`src/hdl/line_mon_pkg.sv`:
```
package line_mon_pkg;

	// Monitor converter pacing
	localparam int unsigned CLK_HZ = 250_000_000;
	localparam int unsigned SAMPLE_HZ = 800;
	localparam int unsigned SAMPLE_CYCLES_DEF = CLK_HZ / SAMPLE_HZ;
	localparam int unsigned TICK_W = 20;

	// Direct register addresses
	localparam logic [7:0] ADDR_IRQ_PEND = 8'h13;
	localparam logic [7:0] ADDR_IRQ_EN = 8'h16;
	localparam logic [7:0] ADDR_IND_DATA_LO = 8'h1c;
	localparam logic [7:0] ADDR_IND_DATA_HI = 8'h1d;
	localparam logic [7:0] ADDR_IND_WRITE = 8'h1e;
	localparam logic [7:0] ADDR_IND_READ = 8'h1f;
	localparam logic [7:0] ADDR_LINEFEED = 8'h40;
	localparam logic [7:0] ADDR_AUTO_OPEN = 8'h43;
	localparam logic [7:0] ADDR_CLOSURE_STATUS = 8'h44;
	localparam logic [7:0] ADDR_DEBOUNCE = 8'h45;
	localparam logic [7:0] ADDR_PWR_SEL = 8'h4c;
	localparam logic [7:0] ADDR_PWR_OUT = 8'h4d;
	localparam logic [7:0] ADDR_LOOP_CURRENT = 8'h4f;
	localparam logic [7:0] ADDR_CLOSURE_MODE = 8'h6c;

	// Indirect register addresses
	localparam logic [7:0] IND_THR_HIGH = 8'h0f;
	localparam logic [7:0] IND_PWR_LIM_A = 8'h13;
	localparam logic [7:0] IND_PWR_LIM_B = 8'h14;
	localparam logic [7:0] IND_PWR_LIM_C = 8'h15;
	localparam logic [7:0] IND_CLOSURE_COEF = 8'h16;
	localparam logic [7:0] IND_POLE_A = 8'h18;
	localparam logic [7:0] IND_POLE_B = 8'h19;
	localparam logic [7:0] IND_POLE_C = 8'h1a;
	localparam logic [7:0] IND_THR_LOW = 8'h42;

	// Field positions
	localparam int unsigned PEND_LC_BIT = 1;
	localparam int unsigned PEND_Q_LSB = 2;
	localparam logic [7:0] PEND_USED = 8'hfe;
	localparam int unsigned HYST_BIT = 0;
	localparam int unsigned VMODE_BIT = 2;
	localparam int unsigned AUTO_OPEN_BIT = 0;
	localparam int unsigned LFS_LSB = 4;
	localparam int unsigned NUM_Q = 6;

	// Linefeed codes
	localparam logic [2:0] LF_OPEN = 3'h0;
	localparam logic [2:0] LF_FWD_ACTIVE = 3'h1;
	localparam logic [2:0] LF_FWD_OHT = 3'h2;
	localparam logic [2:0] LF_REV_ACTIVE = 3'h5;
	localparam logic [2:0] LF_REV_OHT = 3'h6;

	// Filter fixed point
	localparam int unsigned FILT_FRAC = 8;
	localparam int unsigned POLE_SHIFT = 8;
	localparam int unsigned COEF_SHIFT = 13;

	typedef struct packed {
		logic [7:0] addr;
		logic [7:0] wdata;
		logic wr;
		logic rd;
	} reg_req_t;

	typedef struct packed {
		logic [5:0][7:0] q_power;
		logic [6:0] loop_current;
		logic [7:0] loop_voltage;
	} sense_t;

	typedef struct packed {
		logic [TICK_W-1:0] tick_cnt;
		logic [7:0] rdata;
		logic [7:0] pend;
		logic [7:0] en;
		logic [2:0] lf;
		logic auto_open;
		logic [6:0] debounce_time;
		logic [2:0] selector;
		logic hyst_on;
		logic voltage_mode;
		logic [7:0] power_value;
		logic [6:0] loop_current_value;
		logic [15:0] ind_data;
		logic [15:0] thr_high;
		logic [15:0] thr_low;
		logic [12:0] filter_coeff;
		logic [2:0][7:0] power_limit;
		logic [2:0][7:0] thermal_pole;
		logic [5:0][15:0] pwr_filt;
		logic [15:0] lc_filt;
		logic cmp;
		logic closure_status;
		logic [6:0] db_cnt;
	} mon_state_t;

	localparam mon_state_t STATE_RESET = '0;

endpackage

```
`src/hdl/line_power_loop_monitor.sv`:
```
// The strobed register port was chosen for this implementation.
`timescale 1ns/100ps
module line_power_loop_monitor
	import line_mon_pkg::*;
#(
	parameter int unsigned SAMPLE_CYCLES = SAMPLE_CYCLES_DEF
)
(
	input wire logic ref_clk,
	input wire logic rstn,
	input reg_req_t bus,
	output logic [7:0] rdata,
	input sense_t sense,
	output logic irq,
	output logic [2:0] linefeed_state,
	output logic closure_detected
);

	localparam logic [TICK_W-1:0] TICK_LAST = TICK_W'(SAMPLE_CYCLES - 1);

	mon_state_t st;
	mon_state_t nx;
	logic tick;
	logic on_hook;
	logic [5:0][15:0] pwr_step;
	logic [5:0] q_alarm;
	logic [6:0] lc_in;
	logic signed [17:0] lc_diff;
	logic signed [31:0] lc_prod;
	logic signed [17:0] lc_sum;
	logic [6:0] lc_level;
	logic above_high;
	logic below_high;
	logic below_low;
	logic cmp_new;

	assign tick = (st.tick_cnt == TICK_LAST);

	assign on_hook = (st.lf == LF_FWD_ACTIVE) || (st.lf == LF_FWD_OHT) ||
		(st.lf == LF_REV_ACTIVE) || (st.lf == LF_REV_OHT);

	// Per-transistor thermal filter and limit compare
	for (genvar gi = 0; gi < NUM_Q; gi++)
	begin : g_q
		logic signed [17:0] p_diff;
		logic signed [26:0] p_prod;
		logic signed [17:0] p_sum;
		assign p_diff = $signed({2'b00, 16'(sense.q_power[gi]) << FILT_FRAC}) -
			$signed({2'b00, st.pwr_filt[gi]});
		assign p_prod = p_diff * $signed({1'b0, st.thermal_pole[gi / 2]});
		assign p_sum = $signed({2'b00, st.pwr_filt[gi]}) + 18'(p_prod >>> POLE_SHIFT);
		assign pwr_step[gi] = p_sum[15:0];
		assign q_alarm[gi] = st.pwr_filt[gi][FILT_FRAC +: 8] > st.power_limit[gi / 2];
	end

	// voltage or current as loop measure
	assign lc_in = st.voltage_mode ? sense.loop_voltage[6:0] : {1'b0, sense.loop_current[5:0]};

	assign lc_diff = $signed({2'b00, 16'(lc_in) << FILT_FRAC}) - $signed({2'b00, st.lc_filt});
	assign lc_prod = lc_diff * $signed({1'b0, st.filter_coeff});
	assign lc_sum = $signed({2'b00, st.lc_filt}) + 18'(lc_prod >>> COEF_SHIFT);
	assign lc_level = st.lc_filt[FILT_FRAC +: 7];

	assign above_high = lc_level > st.thr_high[6:0];
	assign below_high = lc_level < st.thr_high[6:0];
	assign below_low = lc_level < st.thr_low[6:0];

	always_comb
	begin
		cmp_new = st.cmp;
		if (!st.voltage_mode)
		begin
			if (!st.hyst_on)
				cmp_new = above_high;
			else if (above_high)
				cmp_new = 1'b1;
			else if (below_low)
				cmp_new = 1'b0;
		end
		else
		begin
			if (!st.hyst_on)
				cmp_new = below_high;
			// below lower closes, above upper opens
			else if (below_low)
				cmp_new = 1'b1;
			else if (above_high)
				cmp_new = 1'b0;
		end
	end

	// Indirect register readback
	function automatic logic [15:0] ind_read(input mon_state_t s, input logic [7:0] a);
		logic [15:0] v;
		v = '0;
		unique case (a)
			IND_THR_HIGH: v = s.thr_high;
			IND_THR_LOW: v = s.thr_low;
			IND_CLOSURE_COEF: v = 16'(s.filter_coeff);
			IND_PWR_LIM_A: v = 16'(s.power_limit[0]);
			IND_PWR_LIM_B: v = 16'(s.power_limit[1]);
			IND_PWR_LIM_C: v = 16'(s.power_limit[2]);
			IND_POLE_A: v = 16'(s.thermal_pole[0]);
			IND_POLE_B: v = 16'(s.thermal_pole[1]);
			IND_POLE_C: v = 16'(s.thermal_pole[2]);
			default: v = '0;
		endcase
		return v;
	endfunction

	// Next-state of the whole block
	always_comb
	begin
		nx = st;
		nx.tick_cnt = tick ? '0 : st.tick_cnt + TICK_W'(1);
		nx.rdata = '0;

		// Register reads, data valid the cycle after
		if (bus.rd)
		begin
			unique case (bus.addr)
				ADDR_IRQ_PEND: nx.rdata = st.pend;
				ADDR_IRQ_EN: nx.rdata = st.en;
				ADDR_IND_DATA_LO: nx.rdata = st.ind_data[7:0];
				ADDR_IND_DATA_HI: nx.rdata = st.ind_data[15:8];
				// shadow field mirrors the applied state
				ADDR_LINEFEED: nx.rdata = 8'(st.lf) |
					(8'(st.lf) << LFS_LSB);
				ADDR_AUTO_OPEN: nx.rdata = 8'(st.auto_open) << AUTO_OPEN_BIT;
				ADDR_CLOSURE_STATUS: nx.rdata = 8'(st.closure_status);
				ADDR_DEBOUNCE: nx.rdata = 8'(st.debounce_time);
				ADDR_PWR_SEL: nx.rdata = 8'(st.selector);
				ADDR_PWR_OUT: nx.rdata = st.power_value;
				ADDR_LOOP_CURRENT: nx.rdata = 8'(st.loop_current_value);
				ADDR_CLOSURE_MODE: nx.rdata = (8'(st.hyst_on) << HYST_BIT) |
					(8'(st.voltage_mode) << VMODE_BIT);
				default: nx.rdata = '0;
			endcase
		end

		// Register writes; pending bits clear on one
		if (bus.wr)
		begin
			unique case (bus.addr)
				ADDR_IRQ_PEND: nx.pend = st.pend & ~bus.wdata;
				ADDR_IRQ_EN: nx.en = bus.wdata & PEND_USED;
				ADDR_IND_DATA_LO: nx.ind_data[7:0] = bus.wdata;
				ADDR_IND_DATA_HI: nx.ind_data[15:8] = bus.wdata;
				ADDR_IND_WRITE:
				begin
					unique case (bus.wdata)
						IND_THR_HIGH: nx.thr_high = st.ind_data;
						IND_THR_LOW: nx.thr_low = st.ind_data;
						IND_CLOSURE_COEF: nx.filter_coeff = st.ind_data[12:0];
						IND_PWR_LIM_A: nx.power_limit[0] = st.ind_data[7:0];
						IND_PWR_LIM_B: nx.power_limit[1] = st.ind_data[7:0];
						IND_PWR_LIM_C: nx.power_limit[2] = st.ind_data[7:0];
						IND_POLE_A: nx.thermal_pole[0] = st.ind_data[7:0];
						IND_POLE_B: nx.thermal_pole[1] = st.ind_data[7:0];
						IND_POLE_C: nx.thermal_pole[2] = st.ind_data[7:0];
						default: nx.ind_data = st.ind_data;
					endcase
				end
				ADDR_IND_READ: nx.ind_data = ind_read(st, bus.wdata);
				ADDR_LINEFEED: nx.lf = bus.wdata[2:0];
				ADDR_AUTO_OPEN: nx.auto_open = bus.wdata[AUTO_OPEN_BIT];
				ADDR_DEBOUNCE: nx.debounce_time = bus.wdata[6:0];
				ADDR_PWR_SEL: nx.selector = bus.wdata[2:0];
				ADDR_CLOSURE_MODE:
				begin
					nx.hyst_on = bus.wdata[HYST_BIT];
					nx.voltage_mode = bus.wdata[VMODE_BIT];
				end
				default: nx.rdata = nx.rdata;
			endcase
		end

		// Power path, one step per sample; alarms set after clears so set wins
		if (tick)
		begin
			nx.pwr_filt = pwr_step;
			nx.loop_current_value = sense.loop_current;
			nx.power_value = (st.selector < 3'(NUM_Q)) ? sense.q_power[st.selector] : '0;
			// transistor n to pending bit n+2
			nx.pend[PEND_Q_LSB +: NUM_Q] = nx.pend[PEND_Q_LSB +: NUM_Q] | q_alarm;
			if (st.auto_open && (|q_alarm))
				nx.lf = LF_OPEN;
		end

		// Loop closure chain, frozen outside on-hook states
		// no detection outside on-hook states
		if (tick && on_hook)
		begin
			nx.lc_filt = lc_sum[15:0];
			nx.cmp = cmp_new;
			// change only after full opposite interval
			if (cmp_new == st.closure_status)
				nx.db_cnt = '0;
			else if (st.db_cnt >= st.debounce_time)
			begin
				nx.closure_status = cmp_new;
				nx.db_cnt = '0;
				if (cmp_new)
					nx.pend[PEND_LC_BIT] = 1'b1;
			end
			else
				nx.db_cnt = st.db_cnt + 7'(1);
		end
	end

	// State register
	always_ff @(posedge ref_clk or negedge rstn)
	begin
		if (!rstn)
			st <= STATE_RESET;
		else
			st <= nx;
	end

	assign irq = |(st.pend & st.en);
	assign rdata = st.rdata;
	assign linefeed_state = st.lf;
	assign closure_detected = st.closure_status;
endmodule // line_power_loop_monitor

```
`config.mk`:
```
export PLATFORM = sky130hd
export DESIGN_NAME = line_power_loop_monitor
export DESIGN_NICKNAME = d
export VERILOG_FILES = /design/src/hdl/line_mon_pkg.sv /design/src/hdl/line_power_loop_monitor.sv
export SDC_FILE = /design/constraint.sdc
export NUM_CORES = 2
export LEC_CHECK = 0
export BUFFER_PORTS_ARGS = -buffer_cell sky130_fd_sc_hd__buf_2
export CAP_MARGIN = 0
export CORE_UTILIZATION = 25
export CTS_CLUSTER_DIAMETER = 30
export DETAILED_ROUTE_END_ITERATION = 10
export HOLD_SLACK_MARGIN = 0.08
export PLACE_DENSITY = 0.49
export SLEW_MARGIN = 20
export SYNTH_ARGS = -nofsm -noshare
export SYNTH_HDL_FRONTEND = slang
export SYNTH_SLANG_ARGS = --single-unit
export TNS_END_PERCENT = 20
```
`constraint.sdc`:
```
create_clock -name ref_clk -period 9.87 [get_ports ref_clk]
set_clock_uncertainty 0.2 [all_clocks]
set_input_delay 0.987 -clock ref_clk [delete_from_list [all_inputs] [get_ports ref_clk]]
set_output_delay 0.987 -clock ref_clk [all_outputs]
set_load 0.005 [all_outputs]
```
Word-level counts from Yosys, hierarchy flattened

Index checks and enable logic that the tools add are counted.

Register bits after elaboration: 304
Input port bits: 83
Output and inout port bits: 13
Logic and storage cells: 166

Add/subtract/negate cells: 16
Multipliers: 7
Order comparisons: 12
Eq/ne operators: 29
Multiplexer cells: 34
Bitwise operators: 7
Reduce and logical (&&, ||, !) cells: 27

Operator list:

| cell                    | count |
|---|---|
| $mul A17 B9 Y24         | 6 |
| $pmux W16 S9            | 1 |
| $add A16 B16 Y16        | 7 |
| $eq A8 B5 Y1 const B    | 13 |
| $sub A16 B16 Y17        | 6 |
| $pmux W8 S12            | 1 |
| $eq A8 B7 Y1 const B    | 9 |
| $gt A8 B8 Y1            | 6 |
| $mux W8                 | 5 |
| $mux W32                | 1 |
| $pmux W8 S2             | 2 |
| $reduce_and A3 Y1       | 10 |
| $mul A17 B14 Y29        | 1 |
| $mux W7                 | 4 |
| $bmux W8 S3             | 1 |
| $add A20 B1 Y20 const B | 1 |
| $eq A20 B19 Y1 const B  | 1 |
| $mux W20                | 1 |
| $sub A15 B16 Y17        | 1 |
| $and A8 B8 Y8           | 2 |
| $reduce_and A2 Y1       | 8 |
| $lt A7 B7 Y1            | 2 |
| $mux W1                 | 12 |
| $mux W3                 | 4 |
| 22 further kinds        | 27 |

Longest topological paths before layout

Word-level depth: 9
Depth in mapped cells: 42
Gate-level depth less buffers: 40

Least setup slack after synthesis

OpenSTA, ideal clock, no wires.

Path type: in2reg
From: input sense[1] (netlist name)
To: register st[24] (netlist name)
Data arrival time: 8900 ps
Setup slack: 645 ps
Stages: 37
Buffers on the path: 1
Cells stage by stage: mux2_2 -> ha_1 -> a21o_1 -> a41oi_1 -> o21ai_0 -> xor2_1 -> clkbuf_1 -> and2_1 -> fa_1 -> inv_1 -> fa_1 -> inv_1 -> fa_1 -> fa_1 -> fa_1 -> inv_1 -> fa_1 -> inv_1 -> ha_1 -> a21o_1 -> a21o_1 -> a21oi_1 -> o21bai_1 -> a21o_1 -> a32oi_1 -> a21oi_1 -> and3_1 -> o21a_1 -> nor2_1 -> xnor2_1 -> ha_1 -> nor2_1 -> a311oi_1 -> a31oi_1 -> xnor2_1 -> xnor2_1 -> mux2i_1

Word-level cells in the longest chain between the ends: 4

Ends and longest elaborated chain:

| item                 | RTL line                       | RTL |
|---|---|---|
| from (decl)          | line_power_loop_monitor.sv:13  | `input sense_t sense,` |
| $mux W7              | line_power_loop_monitor.sv:57  | `assign lc_in = st.voltage_mode ? sense.loop_voltage[6:0] : {1'b0, sense.loop_current[5:0]};` |
| $sub A15 B16 Y17     | line_power_loop_monitor.sv:59  | `assign lc_diff = $signed({2'b00, 16'(lc_in) << FILT_FRAC}) - $signed({2'b00, st.lc_filt});` |
| $mul A17 B14 Y29     | line_power_loop_monitor.sv:60  | `assign lc_prod = lc_diff * $signed({1'b0, st.filter_coeff});` |
| $add A16 B16 Y16     | line_power_loop_monitor.sv:61  | `assign lc_sum = $signed({2'b00, st.lc_filt}) + 18'(lc_prod >>> COEF_SHIFT);` |
| to (signal assigned) | line_power_loop_monitor.sv:217 | `st <= nx;` |
| to (decl)            | line_power_loop_monitor.sv:21  | `mon_state_t st;` |

Every way passes these cells.
A chain may end at the register's enable or synchronous reset.

Worst setup path after layout

From: register st[245] (netlist name)
To: register st[24] (netlist name)

Word-level cells in the longest chain between the ends: 4

Ends and longest elaborated chain:

| item             | RTL line |
|---|---|
| $mux W7          | line_power_loop_monitor.sv:57 |
| $sub A15 B16 Y17 | line_power_loop_monitor.sv:59 |
| $mul A17 B14 Y29 | line_power_loop_monitor.sv:60 |
| $add A16 B16 Y16 | line_power_loop_monitor.sv:61 |

Every way passes these cells.

==> metrics <==
result of the run=finished clean; setup repair after global routing missed its margin=false; post-route minimum period=between 9000 and 10000 ps; Worst Setup Slack, final=~540 ps; synthesis-to-layout area growth=13.1%; setup TNS after final layout=0 ps; leading post-synthesis cells by cell area=fa_1 (29%), dfrtp_1 (14%), ha_1 (13%); mean area per synthesized cell=~8.8 um^2; largest stage delay on the critical path=roughly 540 ps; total buffers and inverters traversed by the critical path=4; max-slew violation count=0; register-to-register path setup slack=540 ps; total number of vias=between 40000 and 50000; critical path class=reg2reg; Lkg Pwr=32.4 nW; DRC violations left=0; H-Tree Depth=3; number of rows created at floorplan=approximately 170; hold violation count in the final report=0; FF+latch count, synth=304; cell occurring most often along the worst timing path=fa_1; DRC marker count from the first detailed-route iteration=1859; Layout Nets=about 7900; number of antenna violations at the first check in global routing=23; Max Cap Violations=0; vias per cell=approximately 4.5; cell chosen for the clock root=clkbuf_16; Post-CTS Setup Bufs=0; core area=223000 um^2; final setup violating endpoints=0; wire length of the first global-routing pass=254000 um; Place WS=52.6 ps; number of nets still failing antenna checks after routing=0; kind of launch point of the worst setup path=register; number of buffers created by CTS=between 80 and 90; number of global-route vias before repair=45800; Critical Path Fanout Max=7; dominant cell type by area after synthesis=fa_1; routed length per instance=16.6 um; flip-flop cell with the highest count after synthesis=dfrtp_1; slew at the pin closest to its max-slew limit=between 1000 and 1500 ps; Max Buffers Root-to-Sink=3; starting density of the core=around a quarter; total routing resource utilization after global routing=14.2%; area share of the leading cell type in the synthesized netlist=approximately 29%; Mapped Cells=around 6400; async set-reset flop share out of synthesis=100%; area of the die=around 230000 um^2; Die X-Extent=roughly 480 um; Required @ worst endpoint=10180 ps; arrival time at the worst endpoint=9630 ps; Overflow after GRT=0; CTS hold repair buffers=0; cell area after technology mapping=around 56000 um^2; most repeated cell in the gate-level netlist after synthesis=inv_1; Clock Sink Count=304; Max-Slew Margin vs Limit=a little under a quarter; Net Count, Synth=about 8000; number of fill cells=about 24000; pin count of the biggest net entering global routing=~150; placer congestion estimate=0.857; sequential share of the synthesized area=between 10% and 20%; P per Cell Area=69.2 nW/um^2; clock latency on the worst-skew pair=660 ps; iteration count of the initial detailed-routing pass=6; top cells by count, synth=inv_1 (1212), fa_1 (821), nand2_1 (747); maximum resistive drop on vdd=0.159 mV; slowest CP cell=fa_1; worst hold path class=in2async; height of the die=between 400 and 500 um; number of flops mapped to enable cells by yosys=0; Cell variety after synth=97; clock tree from TritonCTS=done; detailed-route wire length=between 150000 and 200000 um; clock-pin slew on the worst setup and hold paths=about 50 ps; cell type group with the largest total delay on the critical path=adder cells; final worst-path cycle share=94.5%; half-perimeter wire length of the detailed placement result=between 100000 and 150000 um; worst slack on hold paths=~190 ps; Highest Clock Rate=roughly 110 MHz; count of input and output buffers=94; Ports=96; type of element capturing the critical path=register; share of final-layout standard cells stronger than drive strength 1=around 8.4%; share of the core filled with cells in the final layout=28.5%; number of gates given a new drive strength after cts=0; Synth Warn #=0
## power breakdown
group	internal [mW]	switching (mW)
sequential	1.26	0.0303
combinational	0.0935	0.188
clock	1.91	0.911
## layout by cell type, fill, tap and decap left out, types with 21 or more instances in the layout
master,Yosys,final
a21o_1,65,65
a21oi_1,197,196
a22oi_1,28,28
a31oi_1,33,33
and2_1,551,551
and3_1,34,33
buf_2,9,93
buf_4,12,120
clkbuf_16,0,84
dfrtp_1,304,300
fa_1,821,821
ha_1,573,573
inv_1,1212,1212
mux2_2,104,104
mux2i_1,21,21
nand2_1,747,747
nand2b_1,43,43
nand3_1,70,68
nor2_1,251,251
nor2b_1,42,42
nor3_1,83,82
o21a_1,67,67
o21ai_0,247,246
o21bai_1,29,29
or3_1,24,24
xnor2_1,252,252
xor2_1,90,90
## stage by stage
| step | cell area, um^2 | total power [mW] | std cells |
|---|---|---|---|
| finish | 63500 | 4.39 | 9501 |
| global route | 63400 | 4.55 | 9498 |
| CTS | 63400 | 4.45 | 9495 |
| detailed placement | 60400 | 1.59 | 9340 |
| global placement | 60400 | 1.59 | 9340 |
| floorplan | 56100 | 1.43 | 6369 |
## cell families after synthesis
kind of cell / synth area share [%]
fa+ha+maj: 42.1
buf+inv: 9.72
xor+xnor: 5.43
compound gates: 9.30
mux: 2.78
simple gates: 17.1
flops: 13.6
## per-layer routing
layer  part of all wire [%]  global-route usage (%)  vias up
li1                       -                       -    20200
met1                     45                    18.2    21400
met2                     49                    25.1      674
met3                    3.1                    1.41      213
met4                    2.6                    4.03        2
met5                 0.0051                       0        -
## worst paths after layout
check	startpoint	endpoint	depth (start not counted)
max reg2reg	st[245]	st[24]	35
max	st[245]	st[24]	35
min in group ref_clk	st[285]	st[285]	1
max in group asynchronous	rstn	st[39]	2
min	rstn	st[95]	1
min reg2reg	st[285]	st[285]	1
## layout make-up
class | instances | area [um^2] | share of cell area, %
clock buffers | 104 | 2310 | 3.64
clock inverters | 51 | 686 | 1.08
repair buffers | 218 | 1460 | 2.30
well taps | 2975 | 3720 | 5.87
flip-flops and latches | 304 | 7610 | 12.0
diodes | 6 | 15.0 | 0.0237
multi-input cells | 4631 | 43100 | 67.9
inverters | 1212 | 4550 | 7.17
## sequential cells by signal, indices dropped and copies added (netlist names)
register / flops
st: 285
closure_detected: 1
lc_level: 7
linefeed_state: 3
rdata: 8
Power figures use the tool's default switching activity.
